===== src/cocr_cfg.svh =====
// Register offsets, field positions, reset values and interrupt bit positions for the camera output config
`ifndef COCR_CFG_SVH
`define COCR_CFG_SVH

`define COCR_ADDR_W 8
`define COCR_DATA_W 8

// Register offsets
`define COCR_OFF_RAW_PLACE 8'h09
`define COCR_OFF_PORT_A_EN 8'h13
`define COCR_OFF_PORT_B_EN 8'h14
`define COCR_OFF_PASS_ROUTE 8'h16
`define COCR_OFF_VC_SELECT 8'h2E
`define COCR_OFF_IRQ_STATUS 8'h40
`define COCR_OFF_IRQ_ENABLE 8'h41
`define COCR_OFF_IRQ_CLEAR 8'h42

// Reset values
`define COCR_RST_RAW_PLACE 8'h00
`define COCR_RST_PORT_A_EN 8'h3F
`define COCR_RST_PORT_B_EN 8'h00
`define COCR_RST_PASS_ROUTE 8'h02
`define COCR_RST_VC_SELECT 8'h00
`define COCR_RST_IRQ 8'h00

// Field positions
`define COCR_BIT_RAW_MSB 4
`define COCR_BIT_REG_OVERRIDE 7
`define COCR_LANE_EN_HI 5
`define COCR_LANE_EN_LO 0
`define COCR_LANE_ALL_ON 6'h3F
`define COCR_LANE_ALL_OFF 6'h00
`define COCR_BIT_PASS_PIN3 2
`define COCR_BIT_PASS_PIN0 1
`define COCR_BIT_PASS_STATUS 0
`define COCR_VC_HI 7
`define COCR_VC_LO 6

// Interrupt status bit positions
`define COCR_IRQ_PASS_RISE 0
`define COCR_IRQ_PASS_FALL 1

`endif


===== src/cocr_pkg.sv =====
// Types shared by the camera output configuration block
package cocr_pkg;
   typedef logic [7:0] cocr_byte_t;
   typedef logic [1:0] cocr_vc_t;
   typedef logic [5:0] cocr_lanes_t;
endpackage : cocr_pkg


===== src/cocr_pin_sync.sv =====
// Three-stage synchroniser with agreement filter for an outside pin
`timescale 1ns/1ps
module cocr_pin_sync
   import cocr_pkg::*;
(
   input wire logic CLOCK,
   input wire logic RST,
   input wire logic PIN,
   output logic LEVEL
);
   logic s1;
   logic s2;
   logic s3;

   // Change is taken only when stages two and three agree
   always_ff @(posedge CLOCK) begin
      if (RST) begin
         s1 <= 1'b0;
         s2 <= 1'b0;
         s3 <= 1'b0;
         LEVEL <= 1'b0;
      end else begin
         s1 <= PIN;
         s2 <= s1;
         s3 <= s2;
         if (s2 == s3) begin
            LEVEL <= s3;
         end
      end
   end
endmodule : cocr_pin_sync


===== src/cocr_raw_place.sv =====
// Places RAW pixel data on low or high bits of the colour bus
`timescale 1ns/1ps
module cocr_raw_place
   import cocr_pkg::*;
#(
   parameter int RAW_W = 12,
   parameter int BUS_W = 24
) (
   input wire logic CLOCK,
   input wire logic RST,
   input wire logic TO_MSB,
   input wire logic [RAW_W-1:0] RAW_IN,
   output logic [BUS_W-1:0] BUS_OUT
);
   wire [BUS_W-1:0] low_placed = {{(BUS_W-RAW_W){1'b0}}, RAW_IN};
   wire [BUS_W-1:0] high_placed = {RAW_IN, {(BUS_W-RAW_W){1'b0}}};
   wire [BUS_W-1:0] next_bus = TO_MSB ? high_placed : low_placed;

   always_ff @(posedge CLOCK) begin
      if (RST) begin
         BUS_OUT <= '0;
      end else begin
         BUS_OUT <= next_bus;
      end
   end
endmodule : cocr_raw_place


===== src/cocr_regs.sv =====
// Camera output configuration register bank with pass routing and interrupt
`timescale 1ns/1ps
`include "cocr_cfg.svh"

module cocr_regs
   import cocr_pkg::*;
#(
   parameter int RAW_W = 12,
   parameter int BUS_W = 24
) (
   input wire logic CLOCK,
   input wire logic RST,
   input wire logic [7:0] ADDR,
   input wire logic [7:0] WDATA,
   input wire logic WR,
   input wire logic RD,
   output logic [7:0] RDATA,
   input wire logic PASS_IN,
   input wire logic PORT_A_AUTO_EN,
   input wire logic PORT_B_AUTO_EN,
   input wire logic [RAW_W-1:0] RAW_IN,
   output logic [BUS_W-1:0] COLOUR_BUS,
   output logic [5:0] PORT_A_LANES,
   output logic [5:0] PORT_B_LANES,
   output logic [1:0] STREAM_CHANNEL_TAG,
   output logic GENERAL_PIN_0_OUT,
   output logic GENERAL_PIN_0_OE,
   output logic GENERAL_PIN_3_OUT,
   output logic GENERAL_PIN_3_OE,
   output logic IRQ
);
   // ----------------------------------------------------------------
   // Storage
   // ----------------------------------------------------------------
   cocr_byte_t raw_pixel_placement;
   cocr_byte_t output_port_a_enable;
   cocr_byte_t output_port_b_enable;
   logic [7:1] pass_signal_routing;
   cocr_byte_t virtual_channel_select;
   cocr_byte_t irq_status;
   cocr_byte_t irq_enable;
   logic pass_level;
   logic pass_prev;

   // ----------------------------------------------------------------
   // Pass input synchronisation
   // ----------------------------------------------------------------
   cocr_pin_sync u_pass_sync (
      .CLOCK(CLOCK),
      .RST(RST),
      .PIN(PASS_IN),
      .LEVEL(pass_level)
   );

   // ----------------------------------------------------------------
   // Address decode
   // ----------------------------------------------------------------
   // Full byte compare; aliases of a register never answer
   function automatic logic is_hit(
      input cocr_byte_t addr,
      input cocr_byte_t offset
   );
      return addr == offset;
   endfunction : is_hit

   wire hit_raw = is_hit(ADDR, `COCR_OFF_RAW_PLACE);
   wire hit_pa = is_hit(ADDR, `COCR_OFF_PORT_A_EN);
   wire hit_pb = is_hit(ADDR, `COCR_OFF_PORT_B_EN);
   wire hit_pass = is_hit(ADDR, `COCR_OFF_PASS_ROUTE);
   wire hit_vc = is_hit(ADDR, `COCR_OFF_VC_SELECT);
   wire hit_ist = is_hit(ADDR, `COCR_OFF_IRQ_STATUS);
   wire hit_ien = is_hit(ADDR, `COCR_OFF_IRQ_ENABLE);
   wire hit_icl = is_hit(ADDR, `COCR_OFF_IRQ_CLEAR);

   // Write enables; a write to an unmapped offset lands nowhere
   wire wr_raw = WR && hit_raw;
   wire wr_pa = WR && hit_pa;
   wire wr_pb = WR && hit_pb;
   wire wr_pass = WR && hit_pass;
   wire wr_vc = WR && hit_vc;
   wire wr_ien = WR && hit_ien;
   wire wr_icl = WR && hit_icl;

   cocr_byte_t pass_read;
   assign pass_read = {pass_signal_routing, pass_level};

   cocr_byte_t read_mux;
   always_comb begin
      if (hit_raw) begin
         read_mux = raw_pixel_placement;
      end else if (hit_pa) begin
         read_mux = output_port_a_enable;
      end else if (hit_pb) begin
         read_mux = output_port_b_enable;
      end else if (hit_pass) begin
         read_mux = pass_read;
      end else if (hit_vc) begin
         read_mux = virtual_channel_select;
      end else if (hit_ist) begin
         read_mux = irq_status;
      end else if (hit_ien) begin
         read_mux = irq_enable;
      end else begin
         // Unmapped and write-only clear read as zero
         read_mux = 8'h00;
      end
   end

   // ----------------------------------------------------------------
   // Register writes
   // ----------------------------------------------------------------
   // Reserved bits are stored as written; software preserves them
   always_ff @(posedge CLOCK) begin
      if (RST) begin
         raw_pixel_placement <= `COCR_RST_RAW_PLACE;
      end else if (wr_raw) begin
         raw_pixel_placement <= WDATA;
      end
   end

   always_ff @(posedge CLOCK) begin
      if (RST) begin
         output_port_a_enable <= `COCR_RST_PORT_A_EN;
      end else if (wr_pa) begin
         output_port_a_enable <= WDATA;
      end
   end

   always_ff @(posedge CLOCK) begin
      if (RST) begin
         output_port_b_enable <= `COCR_RST_PORT_B_EN;
      end else if (wr_pb) begin
         output_port_b_enable <= WDATA;
      end
   end

   always_ff @(posedge CLOCK) begin
      if (RST) begin
         pass_signal_routing <= 7'(`COCR_RST_PASS_ROUTE >> 1);
      end else if (wr_pass) begin
         // Bit 0 is live status and has no storage
         pass_signal_routing <= WDATA[7:1];
      end
   end

   always_ff @(posedge CLOCK) begin
      if (RST) begin
         virtual_channel_select <= `COCR_RST_VC_SELECT;
      end else if (wr_vc) begin
         virtual_channel_select <= WDATA;
      end
   end

   always_ff @(posedge CLOCK) begin
      if (RST) begin
         irq_enable <= `COCR_RST_IRQ;
      end else if (wr_ien) begin
         irq_enable <= WDATA;
      end
   end

   always_ff @(posedge CLOCK) begin
      if (RST) begin
         RDATA <= 8'h00;
      end else begin
         RDATA <= RD ? read_mux : 8'h00;
      end
   end

   // ----------------------------------------------------------------
   // Port enables
   // ----------------------------------------------------------------
   // Without override the chip's own enable decides, all lanes together
   function automatic cocr_lanes_t lane_select(
      input logic override,
      input cocr_lanes_t field,
      input logic auto_en
   );
      cocr_lanes_t chosen;
      if (override) begin
         chosen = field;
      end else if (auto_en) begin
         chosen = `COCR_LANE_ALL_ON;
      end else begin
         chosen = `COCR_LANE_ALL_OFF;
      end
      return chosen;
   endfunction : lane_select

   wire pa_override = output_port_a_enable[`COCR_BIT_REG_OVERRIDE];
   wire pb_override = output_port_b_enable[`COCR_BIT_REG_OVERRIDE];
   wire [5:0] pa_field = output_port_a_enable[`COCR_LANE_EN_HI:`COCR_LANE_EN_LO];
   wire [5:0] pb_field = output_port_b_enable[`COCR_LANE_EN_HI:`COCR_LANE_EN_LO];
   wire [5:0] next_pa = lane_select(pa_override, pa_field, PORT_A_AUTO_EN);
   wire [5:0] next_pb = lane_select(pb_override, pb_field, PORT_B_AUTO_EN);

   // ----------------------------------------------------------------
   // Pass routing and outputs
   // ----------------------------------------------------------------
   wire route_pin3 = pass_signal_routing[`COCR_BIT_PASS_PIN3];
   wire route_pin0 = pass_signal_routing[`COCR_BIT_PASS_PIN0];

   // Lanes are registered so a port sees one clean change per write
   always_ff @(posedge CLOCK) begin
      if (RST) begin
         PORT_A_LANES <= 6'h00;
         PORT_B_LANES <= 6'h00;
      end else begin
         PORT_A_LANES <= next_pa;
         PORT_B_LANES <= next_pb;
      end
   end

   always_ff @(posedge CLOCK) begin
      if (RST) begin
         STREAM_CHANNEL_TAG <= 2'h0;
      end else begin
         STREAM_CHANNEL_TAG <= virtual_channel_select[`COCR_VC_HI:`COCR_VC_LO];
      end
   end

   // An unrouted pin is released: enable low, data low
   always_ff @(posedge CLOCK) begin
      if (RST) begin
         GENERAL_PIN_0_OE <= 1'b0;
         GENERAL_PIN_0_OUT <= 1'b0;
      end else begin
         GENERAL_PIN_0_OE <= route_pin0;
         GENERAL_PIN_0_OUT <= route_pin0 & pass_level;
      end
   end

   always_ff @(posedge CLOCK) begin
      if (RST) begin
         GENERAL_PIN_3_OE <= 1'b0;
         GENERAL_PIN_3_OUT <= 1'b0;
      end else begin
         GENERAL_PIN_3_OE <= route_pin3;
         GENERAL_PIN_3_OUT <= route_pin3 & pass_level;
      end
   end

   // ----------------------------------------------------------------
   // Interrupts
   // ----------------------------------------------------------------
   wire pass_rise = pass_level & ~pass_prev;
   wire pass_fall = ~pass_level & pass_prev;
   cocr_byte_t irq_events;
   wire [7:0] rise_event = {7'h00, pass_rise} << `COCR_IRQ_PASS_RISE;
   wire [7:0] fall_event = {7'h00, pass_fall} << `COCR_IRQ_PASS_FALL;
   assign irq_events = rise_event | fall_event;
   // Clear register is write-one-to-clear and stores nothing
   cocr_byte_t irq_clear;
   assign irq_clear = wr_icl ? WDATA : 8'h00;
   // Set wins over a clear in the same cycle
   cocr_byte_t next_status;
   assign next_status = (irq_status & ~irq_clear) | irq_events;

   // Edge memory resets to the idle level of pass, so no false edge follows reset
   always_ff @(posedge CLOCK) begin
      if (RST) begin
         pass_prev <= 1'b0;
      end else begin
         pass_prev <= pass_level;
      end
   end

   always_ff @(posedge CLOCK) begin
      if (RST) begin
         irq_status <= `COCR_RST_IRQ;
      end else begin
         irq_status <= next_status;
      end
   end

   assign IRQ = |(irq_status & irq_enable);

   // ----------------------------------------------------------------
   // RAW placement
   // ----------------------------------------------------------------
   cocr_raw_place #(
      .RAW_W(RAW_W),
      .BUS_W(BUS_W)
   ) u_raw_place (
      .CLOCK(CLOCK),
      .RST(RST),
      .TO_MSB(raw_pixel_placement[`COCR_BIT_RAW_MSB]),
      .RAW_IN(RAW_IN),
      .BUS_OUT(COLOUR_BUS)
   );
endmodule : cocr_regs


===== config.mk =====
export PLATFORM = sky130hd
export DESIGN_NAME = cocr_regs
export DESIGN_NICKNAME = d
export VERILOG_FILES = /design/src/cocr_pkg.sv /design/src/cocr_pin_sync.sv /design/src/cocr_raw_place.sv /design/src/cocr_regs.sv
export VERILOG_INCLUDE_DIRS = /design/src
export SDC_FILE = /design/constraint.sdc
export NUM_CORES = 1
export LEC_CHECK = 0
export BUFFER_PORTS_ARGS = -buffer_cell sky130_fd_sc_hd__buf_4
export CELL_PAD_IN_SITES_DETAIL_PLACEMENT = 0
export CELL_PAD_IN_SITES_GLOBAL_PLACEMENT = 1
export CORE_MARGIN = 2
export CORE_UTILIZATION = 35
export DETAILED_ROUTE_END_ITERATION = 10
export HOLD_SLACK_MARGIN = 0.02
export PLACE_DENSITY = 0.74
export SLEW_MARGIN = 20
export SYNTH_ARGS = -nofsm -noshare
export SYNTH_HDL_FRONTEND = slang
export SYNTH_SLANG_ARGS = --single-unit

===== constraint.sdc =====
create_clock -name CLOCK -period 3.22 [get_ports CLOCK]
set_input_delay 0.322 -clock CLOCK [delete_from_list [all_inputs] [get_ports CLOCK]]
set_output_delay 0.322 -clock CLOCK [all_outputs]
set_load 0.01 [all_outputs]

# Word-level counts from Yosys, hierarchy flattened
# Cells that the tools add are included.
[word_totals]
ff_bits = 110
latchBits = 0
ram_bits = 0
rom_bits = 0
input_bits = 35
output_inout_bits = 51
word_cells = 67
mem_count = 0
[op_classes]
addsub = 0
n_mul = 0
n_div = 0
n_lt_le_gt_ge = 0
eq_ne = 9
shifts = 0
muxes = 12
bitwise_logic = 13
reduce_logical = 11
[ops]
columns = ["cell", "count"]
rows = [
  ["$mux W8", 8],
  ["$eq A8 B5 Y1 const B", 3],
  ["$eq A8 B7 Y1 const B", 3],
  ["$mux W6", 4],
  ["$and A8 B8 Y8", 2],
  ["$eq A8 B4 Y1 const B", 1],
  ["$eq A8 B6 Y1 const B", 1],
  ["$not A8 Y8", 1],
  ["$or A8 B2 Y8", 1],
  ["$reduce_or A8 Y1", 1],
  ["$logic_and A1 B1 Y1", 7],
  ["$reduce_or A2 Y1", 3],
  ["$and A1 B1 Y1", 4],
  ["$not A1 Y1", 4],
  ["$or A1 B2 Y2", 1],
  ["$eq A1 B1 Y1", 1],
]

# Depth between registers and ports, before layout
# Gate-level depths: netlist (run 1).
[depth]
depth_word = 8
mapped_depth = 6

# Hierarchy
# From an unflattened synthesis (run 1), not the netlist that was laid out.
[hier_totals]
cells_unflattened = 446
area_unflattened_um2 = 4456.8
[by_module_without_submodules]
columns = ["mod", "n_inst", "cells_each", "area_each_um2", "seq_area_each_um2"]
rows = [
  ["cocr_regs", 1, 384, 3573.4, 1641.6],
  ["cocr_raw_place", 1, 52, 770.7, 480.5],
  ["cocr_pin_sync", 1, 10, 112.6, 80.1],
]

# Least setup slack after synthesis (run 1)
# Ideal clock, no wire load.
[synth_timing]
path_kind = "in2reg"
startpoint = "in ADDR[1]"
endpoint = "reg pass_signal_routing[1] (netlist bit)"
setup_ps = 120
t_arrival_ps = 1623
required_time_ps = 3100
path_slack_ps = 1477
cell_stages = 5
cell_sequence = "buf_2 -> nand3b_1 -> or4_1 -> buf_4 -> a211o_1"
[synth_via]
elab_chain_len = 2
[synth_rtl]
columns = ["item", "line", "rtl"]
rows = [
  ["start, declared", "cocr_regs.sv:13", "input wire logic [7:0] ADDR,"],
  ["$eq A8 B5 Y1", "cocr_regs.sv:63", "return addr == offset;"],
  ["$logic_and A1 B1 Y1", "cocr_regs.sv:79", "wire wr_pass = WR && hit_pass;"],
  ["end signal, assigned", "cocr_regs.sv:139", "pass_signal_routing <= 7'(`COCR_RST_PASS_ROUTE >> 1);"],
  ["end signal, assigned", "cocr_regs.sv:142", "pass_signal_routing <= WDATA[7:1];"],
  ["end, declared", "cocr_regs.sv:38", "logic [7:1] pass_signal_routing;"],
]
# Every way passes these cells.
# A chain may end at the register's enable or synchronous reset.

# Final worst setup path (run 1)
[layout_timing]
startpoint = "in ADDR[3]"
endpoint = "reg pass_signal_routing[1] (netlist bit)"
# The elaborated chain is that of the path after synthesis.

==> results by group, run 1 <==
Timing
  – Number of hold violations in the final report: 0
  – RSZ-0062 raised after global routing: false
  – Highest clock rate: 0.5241 GHz
  – Worst-margin pin slew: just over 0.8 ns
  – Final Max Tran Viols: 0
  – Crit path time final: between 1.5 and 2 ns
  – Setup skew after layout: around 0.0078 ns
  – Smallest setup slack after layout: around 1.3 ns
  – Final Cycle Share: 59.25%
  – Setup TNS: 0 ns
  – Max-Slew Margin vs Limit: between 40% and 50%
  – Final setup violating endpoints: 0

Critical path
  – End of the critical path: pass_signal_routing[1]
  – Family with the most delay on the worst path: simple AND/OR/NAND/NOR gates
  – Highest-delay cell along the critical path: sky130_fd_sc_hd__or4_1
  – Crit path depth: 4
  – Slack of the worst reg-to-reg path: about 1.9 ns
  – End of the worst register-to-register path: u_raw_place.BUS_OUT[13]
  – Maximum cell stage delay along the critical path: around 0.75 ns
  – Startpoint type of the worst setup path: input port
  – Bufs and invs on worst path: 1
  – Cell-by-cell trace of the critical path: buf_4, or3b_1, or4_1, a211o_1
  – Critical path capture point type: register
  – Number of cells on the worst reg-to-reg path: 2
  – Startpoint of the worst-slack reg-to-reg timing path: raw_pixel_placement[4]
  – Critical path class: input port to register
  – Max FO, Critical Path: 15
  – Startpoint of the most critical setup path: ADDR[3]
  – Arrival time worst endpoint: 2.15 ns
  – Required arrival time at the worst endpoint: 3.46 ns

Layout
  – Share of the core filled with cells: between 40% and 50%
  – Leading cell type in the layout, fill and taps excluded: sky130_fd_sc_hd__dfxtp_1
  – Post-synthesis to final-layout area growth: 23.35%
  – ANT cells: 0
  – Top library cells by usage in the layout, fill and taps aside: sky130_fd_sc_hd__dfxtp_1 (110), sky130_fd_sc_hd__buf_4 (85), sky130_fd_sc_hd__nor2_1 (54), sky130_fd_sc_hd__mux2i_1 (48), sky130_fd_sc_hd__and2_1 (33)
  – Share of layout cells above drive strength 1: 20.23%
  – Final Net Count: approximately 540
  – Final instance count without filler cells: between 600 and 700
  – Fill count: roughly 1100

Routing
  – WL final: 10900 µm
  – Vias after detailed routing: approximately 3300
  – Violation count after the first detailed-route iteration: ~280
  – Routed via count divided by cell count: ~5
  – Average wire length per cell after detail routing: approximately 16 µm
  – Antenna Nets Post-Route: 0
  – Drc violations: 0
  – Drt first pass iters: 4

Floorplan
  – Cell Rows: 40
  – Area of the core: roughly 0.012 mm²
  – Die Area: 0.01311 mm²
  – Die extent in y: between 100 and 150 µm
  – Die extent in x: about 110 µm
  – # IOs: 86
  – Starting utilization of the core area: roughly 36%

Synthesis
  – Cell count after synthesis: 441
  – Multiplexer area fraction after synthesis: between 10% and 20%
  – Largest cells by area after synthesis: sky130_fd_sc_hd__dfxtp_1 (52%), sky130_fd_sc_hd__mux2i_1 (11%), sky130_fd_sc_hd__and2_1 (4.8%)
  – Sequential-to-total area share from yosys stat: ~52%
  – Share of Yosys cell area claimed by the top area cell type: about half
  – Synth Register Bits: 110
  – Compound-Gate Fraction of Synth Area: 11.47%
  – Number of distinct library cells after synthesis: 40
  – Synthesized-area fraction occupied by and/or/nand/nor cells: between 20% and 30%
  – Fraction of the mapped netlist area in adder cells: 0%
  – Cell area after synthesis: 0.004275 mm²
  – Post-synthesis net count: approximately 480
  – Yosys Warn Count: 0
  – Combinational family with the most area after synthesis: simple AND/OR/NAND/NOR gates
  – Cell type with the largest total area after synthesis: sky130_fd_sc_hd__dfxtp_1
  – Area share of xor/xnor cells in the synthesized design: 0%
  – Post-synthesis average cell area: around 9.7 µm²

Placement
  – Last weighted congestion value of the routability-driven placer: 0.8889
  – Buffers on Ports: 85
  – Post-Place Cells: ~650
  – Sum of net half-perimeters after detailed placement: just under 8000 µm
  – Setup slack after placement: 0.9608 ns

Min path
  – Tightest Hold Check Type: input port to register

Clock network
  – Register clock-pin slew on the reported worst setup and hold paths: roughly 0.070 ns
  – TritonCTS buffer count: 9
  – H-tree lvl count: 3
  – Worst-skew pair later-pin latency: between 0.3 and 0.4 ns
  – Sinks on the clock net: 110
  – CTS Buffer Depth: 2
  – Post-cts gate resize count: 0
  – Clock root buffer: sky130_fd_sc_hd__clkbuf_16
  – Buffer count from post-CTS setup fixing: 0
  – Number of buffers added to fix hold violations after cts: 0
  – TritonCTS clock tree: done

Global route
  – Number of global-route vias before repair: about 3200
  – Layer with the highest usage: met2
  – Initial antenna violation count: 0
  – GR met1 Demand/Resource: 22.32%
  – Wire length of the first global-routing pass: around 17000 µm
  – Met2 track demand over resource in global routing: 27.34%
  – Global-route track usage on met3: approximately 3.2%
  – Overall routing resource usage: about 17%
  – Total congestion overflow: 0
  – Largest net degree at the start of global routing: 80

Power
  – Total power per unit cell area: 497.5 mW/mm²
  – Maximum vdd drop: approximately 0.00026 V
  – Leak Pwr: about 2.3 nW

Job
  – Max Cap Violations: 0

Status
  – Result of the run: complete, no violations
==> power by group <==
group	internal, W	switching (W)	leakage, nW	total [W]
Sequential	0.00138	0.00000576	0.894	0.00138
Clock	0.000575	0.000491	0.141	0.00107
Combinational	0.0000740	0.0000986	1.29	0.000173
Total	0.00203	0.000596	2.33	0.00262
==> flip-flops by register name, summed over array words and instances, names as in the netlist <==
name                    flops
pass_signal_routing         7
STREAM_CHANNEL_TAG          2
GENERAL_PIN_3_OE            1
u_pass_sync.s1              1
u_pass_sync.s3              1
RDATA                       8
PORT_A_LANES                6
u_raw_place.BUS_OUT        24
PORT_B_LANES                6
output_port_a_enable        8
output_port_b_enable        8
GENERAL_PIN_0_OUT           1
pass_prev                   1
irq_enable                  8
irq_status                  8
u_pass_sync.LEVEL           1
GENERAL_PIN_0_OE            1
raw_pixel_placement         8
virtual_channel_select      8
GENERAL_PIN_3_OUT           1
u_pass_sync.s2              1
==> cells in the mapped netlist <==
cell / n
sky130_fd_sc_hd__dfxtp_1: 110
sky130_fd_sc_hd__nor2_1: 54
sky130_fd_sc_hd__mux2i_1: 48
sky130_fd_sc_hd__and2_1: 33
sky130_fd_sc_hd__clkbuf_1: 24
sky130_fd_sc_hd__a21oi_1: 22
sky130_fd_sc_hd__nand2_1: 21
sky130_fd_sc_hd__nor2b_1: 14
sky130_fd_sc_hd__nand4b_1: 10
sky130_fd_sc_hd__nor3_1: 9
sky130_fd_sc_hd__a211oi_1: 8
sky130_fd_sc_hd__nand2b_1: 8
sky130_fd_sc_hd__a211o_1: 7
sky130_fd_sc_hd__a21o_1: 7
sky130_fd_sc_hd__a31oi_1: 7
sky130_fd_sc_hd__inv_1: 7
sky130_fd_sc_hd__o221ai_1: 7
sky130_fd_sc_hd__o22ai_1: 7
sky130_fd_sc_hd__nand4_1: 6
sky130_fd_sc_hd__a22oi_1: 4
sky130_fd_sc_hd__nand3_1: 4
sky130_fd_sc_hd__buf_1: 2
sky130_fd_sc_hd__nor3b_1: 2
sky130_fd_sc_hd__nor3b_2: 2
sky130_fd_sc_hd__nor4b_1: 2
sky130_fd_sc_hd__or3b_1: 2
sky130_fd_sc_hd__a41oi_1: 1
sky130_fd_sc_hd__and3b_1: 1
sky130_fd_sc_hd__buf_2: 1
sky130_fd_sc_hd__buf_4: 1
sky130_fd_sc_hd__nand3b_1: 1
sky130_fd_sc_hd__nand4_2: 1
sky130_fd_sc_hd__nor3_4: 1
sky130_fd_sc_hd__o21ai_0: 1
sky130_fd_sc_hd__o21ai_1: 1
sky130_fd_sc_hd__o32ai_1: 1
sky130_fd_sc_hd__or2_2: 1
sky130_fd_sc_hd__or3_1: 1
sky130_fd_sc_hd__or4_1: 1
sky130_fd_sc_hd__or4b_1: 1
==> worst min-delay path by stage <==
stage                     depth (start not counted)           start  slack (ns)                       to
after floorplan                                   1             RST        0.41                pass_prev
after global placement                            1  u_pass_sync.s1        0.42           u_pass_sync.s2
after detailed placement                          1  u_pass_sync.s1        0.43           u_pass_sync.s2
after CTS                                         2         PASS_IN        0.18           u_pass_sync.s1
after global routing                              2       RAW_IN[9]        0.18  u_raw_place.BUS_OUT[21]
final                                             2         PASS_IN        0.18           u_pass_sync.s1
==> through the flow <==
stage	power (W)	cell area (µm²)	hold slack, ns
final	0.002624	5274	0.1820
after global routing	0.002712	5274	0.1764
after CTS	0.002644	5274	0.1770
after detailed placement	0.001589	4987	0.4293
after global placement	0.001586	4987	0.4182
after floorplan	0.001497	4275	0.4083
==> layer usage <==
metal	vias to the layer above	part of all wire, %
met4	0	1.9
met3	15	3.7
li1	1677	-
met5	-	0
met2	73	48
met1	1573	47
==> area by class of cell <==
class | count | area, µm² | area share, %
Inverter | 7 | 26.28 | 0.4982
Timing Repair Buffer | 85 | 638.1 | 12.10
Sequential cell | 110 | 2202 | 41.76
Clock inverter | 3 | 26.28 | 0.4982
Tap cell | 147 | 183.9 | 3.488
Clock buffer | 13 | 260.3 | 4.935
Multi-Input combinational cell | 296 | 1937 | 36.73
==> kinds of logic (layout without fill, tap and decap cells) <==
family	Yosys count	count (layout)
compound gates	73	73
simple gates	175	175
flops	110	110
buf+inv	35	108
mux	48	48
Note: power is estimated with default switching activity, not from simulation.
==> run 2, diff against run 1 <==
- clock period: 3.22 -> 1.8 ns (I/O delays scaled with it)
==> run 2 against run 1 <==
Compared with the run above: sequential cell count unchanged; setup slack worse by 0.96 ns; via count up 3.8%; largest power group unchanged; clock-buffer cell count down 4; clock power up 92%; critical endpoint is now RDATA[4]; critical path depth up 2; combinational power up 91%; register-to-register slack worse by 1.4 ns; power up 85%.
==> results by group, run 2 (synthesized netlist as in run 1, its figures left out) <==
Status
  – Result of the run: complete, no violations

Critical path
  – Critical path capture point type: register
  – Startpoint type of the worst setup path: input port
  – Cell-by-cell trace of the critical path: buf_4, buf_12, or4b_1, nor3_1, o32ai_1, a41oi_1
  – Bufs and invs on worst path: 2 (+1)
  – Required arrival time at the worst endpoint: 2.08 ns (-1.38 ns)
  – Highest-delay cell along the critical path: sky130_fd_sc_hd__or4b_1
  – Arrival time worst endpoint: 1.72 ns (-0.43 ns)
  – Number of cells on the worst reg-to-reg path: 2 (unchanged)
  – Startpoint of the worst-slack reg-to-reg timing path: raw_pixel_placement[4]
  – Slack of the worst reg-to-reg path: 0.54 ns (-1.38 ns)
  – Family with the most delay on the worst path: simple AND/OR/NAND/NOR gates
  – Maximum cell stage delay along the critical path: 0.69 ns (-0.06 ns)
  – Max FO, Critical Path: 14 (-1)
  – End of the worst register-to-register path: u_raw_place.BUS_OUT[18]
  – Critical path class: input port to register

Global route
  – Number of global-route vias before repair: 3363 (+5.6%)
  – Total congestion overflow: 0 (unchanged)
  – Wire length of the first global-routing pass: 17740 µm (+4.3%)
  – Largest net degree at the start of global routing: 45 (-44%)
  – Overall routing resource usage: 17.45% (+0.50 points)
  – Initial antenna violation count: 0 (unchanged)

Routing
  – Drt first pass iters: 4 (unchanged)
  – Highest metal layer used by the detailed router: met4
  – Antenna Nets Post-Route: 0 (unchanged)
  – Drc violations: 0 (unchanged)
  – WL final: 10990 µm (+0.81%)
  – Met2 Wirelength: 5353 µm (+3.0%)
  – Violation count after the first detailed-route iteration: 258 (-8.2%)
  – Wire length on met1: 4943 µm (-3.0%)
  – Average wire length per cell after detail routing: 16.14 µm (-2.2%)
  – Wire length on met3: 490 µm (+23%)
  – Routed via count divided by cell count: 5.088 (+0.76%)
  – Vias after detailed routing: 3465 (+3.8%)

Clock network
  – Clock root buffer: sky130_fd_sc_hd__clkbuf_16
  – TritonCTS buffer count: 9 (unchanged)
  – Number of buffers added to fix hold violations after cts: 0 (unchanged)
  – Sinks on the clock net: 110 (unchanged)
  – CTS Buffer Depth: 2 (unchanged)
  – Post-cts gate resize count: 0 (unchanged)
  – H-tree lvl count: 3 (unchanged)
  – Register clock-pin slew on the reported worst setup and hold paths: 0.08 ns (about the same)
  – TritonCTS clock tree: done
  – Buffer count from post-CTS setup fixing: 0 (unchanged)
  – Worst-skew pair later-pin latency: 0.35 ns (about the same)

Floorplan
  – Cell Rows: 40 (unchanged)
  – Die extent in y: 114.5 µm (unchanged)
  – Area of the core: 0.01196 mm² (unchanged)
  – Die Area: 0.01311 mm² (unchanged)
  – Starting utilization of the core area: 35.74% (unchanged)
  – # IOs: 86 (unchanged)
  – Die extent in x: 114.5 µm (unchanged)

Power
  – Maximum vdd drop: 0.0005524 V (+110%)
  – Total power per unit cell area: 888.0 mW/mm² (+78%)
  – Leak Pwr: 2.438 nW (+4.7%)
  – Overall power: 0.004859 W (+85%)

Timing
  – RSZ-0062 raised after global routing: false
  – Number of hold violations in the final report: 0 (unchanged)
  – Setup skew after layout: 0.006066 ns (-0.001749 ns)
  – Final Max Tran Viols: 0 (unchanged)
  – Worst-margin pin slew: 0.7133 ns (-0.09257 ns)
  – Max-Slew Margin vs Limit: 52.35% (+6.1 points)
  – Setup TNS: 0 ns (unchanged)
  – Final Cycle Share: between 80% and 90%
  – Highest clock rate: 0.6909 GHz
  – Worst slack on hold paths: 0.03496 ns (-0.1471 ns)
  – Crit path time final: between 1 and 1.5 ns
  – Final setup violating endpoints: 0 (unchanged)

Min path
  – Hold worst-path end: u_raw_place.BUS_OUT[1]
  – Tightest Hold Check Type: input port to register
  – Worst hold path cell count: 2 (unchanged)
  – Worst hold path startpoint: RAW_IN[1]

Layout
  – Leading cell type in the layout, fill and taps excluded: sky130_fd_sc_hd__dfxtp_1
  – Register ranked first by flip-flop count: u_raw_place.BUS_OUT
  – Post-synthesis to final-layout area growth: 27.98%
  – Share of layout cells above drive strength 1: 23.60% (+3.4 points)
  – ANT cells: 0 (unchanged)
  – Max reg flops: 24 (unchanged)
  – Top library cells by usage in the layout, fill and taps aside: sky130_fd_sc_hd__dfxtp_1 (110), sky130_fd_sc_hd__buf_4 (103), sky130_fd_sc_hd__nor2_1 (54), sky130_fd_sc_hd__mux2i_1 (48), sky130_fd_sc_hd__and2_1 (33)
  – Final Net Count: 564 (+3.7%)
  – Share of the core filled with cells: 45.74% (+1.7 points)

Placement
  – Last weighted congestion value of the routability-driven placer: 0.8670 (-2.5%)
  – Sum of net half-perimeters after detailed placement: 8064 µm (+4.8%)
  – Buffers on Ports: 85 (unchanged)

Job
  – Max Cap Violations: 0 (unchanged)
run 2: cell count changes in the layout (fill, tap and decap cells not counted), sizes merged:
cell and change:
bufinv +1, buf +20, clkinv +1, clkinvlp +2
clkbuf -4
run 2: worst max path at each step:
stage	from	to	slack (ns)	depth (start not counted)
finish	ADDR[3]	RDATA[4]	0.35	6
global route	ADDR[3]	RDATA[1]	0.28	6
CTS	ADDR[3]	RDATA[4]	0.35	6
detailed placement	ADDR[3]	RDATA[4]	-0.01	6
global placement	ADDR[3]	pass_signal_routing[1]	0.04	5
floorplan	ADDR[1]	pass_signal_routing[1]	0.20	5
run 2: layout make-up:
type,instances,area (µm²)
clock inverter,7,83.83
fill,1138,6490
sequential,110,2202
inverter,7,26.28
clock buffer,9,225.2
timing repair buffer,105,813.3
tap,147,183.9
multi-input combinational,296,1937
run 2: per-stage QoR:
| stage | std cells | worst slack [ns] | instance area [µm²] |
|---|---|---|---|
| 2_1_floorplan | 441 | 0.1994 | 4275 |
| 3_3_place_gp | 665 | 0.03786 | 5162 |
| 3_5_place_dp | 665 | -0.009674 | 5162 |
| 4_1_cts | 681 | 0.3539 | 5472 |
| 5_1_grt | 681 | 0.2841 | 5472 |
| 6_report | 681 | 0.3526 | 5472 |
run 2: routing by layer:
layer / vias up / global-route usage, %
li1: 1718 / -
met4: 0 / 6.098
met1: 1655 / 23.17
met2: 75 / 28.40
met5: - / 0
met3: 17 / 3.282
run 2: where the power goes:
group          switching [W]  total [W]  internal (W)
Sequential         0.0000103    0.00248       0.00247
Clock               0.000953    0.00205       0.00110
Combinational       0.000180   0.000330      0.000150
==> run 3, diff against run 2 <==
- clock period: 1.8 -> 1.39 ns (I/O delays scaled with it)
==> run 3 against run 2 <==
Compared with the run above: first-iteration DRC count down 21%; non-clock buffer count up 34; sequential power up 29%; cell area up 5.5%; clock skew down 0.0017 ns; critical path type unchanged; highest routed layer unchanged.
==> results by group, run 3 (synthesized netlist as in run 1, its figures left out) <==
Status
  – Result of the run: complete, no violations

Critical path
  – Critical path capture point type: register
  – Cell-by-cell trace of the critical path: buf_4, or3b_1, or4_1, buf_6, a211o_1
  – Arrival time worst endpoint: 1.58 ns (-0.14 ns)
  – Required arrival time at the worst endpoint: 1.63 ns (-0.45 ns)
  – Slack of the worst reg-to-reg path: 0.14 ns (-0.40 ns)
  – Startpoint type of the worst setup path: input port
  – Critical path class: input port to register
  – Highest-delay cell along the critical path: sky130_fd_sc_hd__or4_1
  – Max FO, Critical Path: 8 (-6)
  – Bufs and invs on worst path: 2 (unchanged)
  – Family with the most delay on the worst path: simple AND/OR/NAND/NOR gates
  – Maximum cell stage delay along the critical path: 0.50 ns (-0.19 ns)

Routing
  – Vias after detailed routing: 3597 (+3.8%)
  – Violation count after the first detailed-route iteration: 204 (-21%)
  – Drt first pass iters: 4 (unchanged)
  – Routed via count divided by cell count: 5.031 (-1.1%)
  – Antenna Nets Post-Route: 0 (unchanged)
  – Highest metal layer used by the detailed router: met4
  – Wire length on met1: 5225 µm (+5.7%)
  – Met2 Wirelength: 5541 µm (+3.5%)
  – Average wire length per cell after detail routing: 16.00 µm (-0.86%)
  – Wire length on met3: 472 µm (-3.7%)
  – WL final: 11440 µm (+4.1%)
  – Drc violations: 0 (unchanged)

Timing
  – Final setup violating endpoints: 0 (unchanged)
  – Max-Slew Margin vs Limit: 74.82% (+22 points)
  – Final Cycle Share: a little over nine tenths
  – Worst slack on hold paths: 0.06030 ns (+0.02534 ns)
  – Final Max Tran Viols: 0 (unchanged)
  – RSZ-0062 raised after global routing: false
  – Worst-margin pin slew: 0.3725 ns (-0.3409 ns)
  – Setup skew after layout: 0.004365 ns (-0.001701 ns)
  – Crit path time final: ~1.3 ns
  – Highest clock rate: ~0.74 GHz
  – Number of hold violations in the final report: 0 (unchanged)

Floorplan
  – Die Area: 0.01311 mm² (unchanged)
  – Cell Rows: 40 (unchanged)
  – Die extent in y: 114.5 µm (unchanged)
  – Die extent in x: 114.5 µm (unchanged)
  – Area of the core: 0.01196 mm² (unchanged)
  – # IOs: 86 (unchanged)
  – Starting utilization of the core area: 35.74% (unchanged)

Power
  – Part of the power in registers: 52.8% (+1.8 points)
  – Share of power burned in the clock network: 39.1% (-3.1 points)
  – Share of total power in combinational logic: 8.1% (+1.3 points)
  – Overall power: 0.006081 W (+25%)
  – Total power per unit cell area: 1054 mW/mm² (+19%)
  – Net switching power figure: 0.001367 W (+20%)
  – Maximum vdd drop: 0.0006037 V (+9.3%)
  – Internal power: 0.004714 W (+27%)
  – Leak Pwr: 2.590 nW (+6.2%)
  – Switching part of the total power: 22.48% (-1.0 points)

Clock network
  – CTS Buffer Depth: 2 (unchanged)
  – Clock root buffer: sky130_fd_sc_hd__clkbuf_16
  – Worst-skew pair later-pin latency: 0.35 ns (about the same)
  – TritonCTS buffer count: 9 (unchanged)
  – Buffer count from post-CTS setup fixing: 0 (unchanged)
  – H-tree lvl count: 3 (unchanged)
  – Register clock-pin slew on the reported worst setup and hold paths: 0.07 ns (about the same)
  – TritonCTS clock tree: done
  – Sinks on the clock net: 110 (unchanged)

Global route
  – Number of global-route vias before repair: 3421 (+1.7%)
  – Wire length of the first global-routing pass: 17910 µm (+0.94%)
  – Largest net degree at the start of global routing: 77 (+71%)
  – Initial antenna violation count: 0 (unchanged)
  – Total congestion overflow: 0 (unchanged)
  – Overall routing resource usage: 17.79% (+0.33 points)

Layout
  – Share of layout cells above drive strength 1: 26.06% (+2.5 points)
  – Register ranked first by flip-flop count: u_raw_place.BUS_OUT
  – Top library cells by usage in the layout, fill and taps aside: sky130_fd_sc_hd__buf_4 (121), sky130_fd_sc_hd__dfxtp_1 (110), sky130_fd_sc_hd__nor2_1 (53), sky130_fd_sc_hd__mux2i_1 (48), sky130_fd_sc_hd__and2_1 (33)
  – Leading cell type in the layout, fill and taps excluded: sky130_fd_sc_hd__buf_4
  – Post-synthesis to final-layout area growth: 34.97%
  – Final Net Count: 598 (+6.0%)
  – ANT cells: 0 (unchanged)
  – Max reg flops: 24 (unchanged)

Job
  – Max Cap Violations: 0 (unchanged)

Placement
  – Sum of net half-perimeters after detailed placement: 8049 µm (-0.18%)
  – Buffers on Ports: 85 (unchanged)
  – Last weighted congestion value of the routability-driven placer: 0.8207 (-5.3%)

Min path
  – Tightest Hold Check Type: input port to register
## run 3: cell type report
class	instances	area, µm²
inverter	7	26.28
sequential	110	2202
multi-input combinational	296	1958
timing repair buffer	139	1130
tap	147	183.9
fill	1133	6191
clock inverter	2	16.27
clock buffer	14	254.0
## run 3: path summary, 6_finish.rpt
check,start,end,depth (start not counted)
setup / recovery,ADDR[3],pass_signal_routing[1],5
hold / removal,WDATA[3],irq_status[3],2
setup reg to reg,virtual_channel_select[2],RDATA[2],4
hold reg to reg,u_pass_sync.s1,u_pass_sync.s2,1
## run 3: per-stage QoR
stage | area, µm² | instances | util [%] | setup TNS (ns) | worst slack, ns
floorplan | 4284 | 441 | - | -0.4953 | -0.1483
global placement | 5348 | 686 | 44.71 | -9.324 | -0.3217
detailed placement | 5348 | 686 | 44.71 | -10.52 | -0.3368
CTS | 5748 | 715 | 48.05 | 0 | 0.02461
global route | 5771 | 715 | 48.24 | 0 | 0.003208
finish | 5771 | 715 | 48.24 | 0 | 0.04515
## run 3: per-layer routing
metal | global-route usage [%] | vias to the layer above
met1 | 23.11 | 1708
met4 | 6.504 | 0
li1 | - | 1793
met2 | 29.47 | 80
met3 | 3.282 | 16
met5 | 0 | -
## run 3: what timing repair did
item | 4_1_cts | 5_1_grt
setup endpoints to repair | 0 | 9
resized for setup | 0 | 5
endpoints found under the hold margin | 25 | 0
hold buffers | 13 | 0
## run 3: power by group through the flow
stage | Sequential [W] | Clock (W) | Combinational (W)
floorplan | 0.00330 | 0 | 0.000169
global placement | 0.00328 | 0 | 0.000455
detailed placement | 0.00328 | 0 | 0.000462
CTS | 0.00321 | 0.00246 | 0.000493
global route | 0.00321 | 0.00258 | 0.000530
finish | 0.00321 | 0.00238 | 0.000493
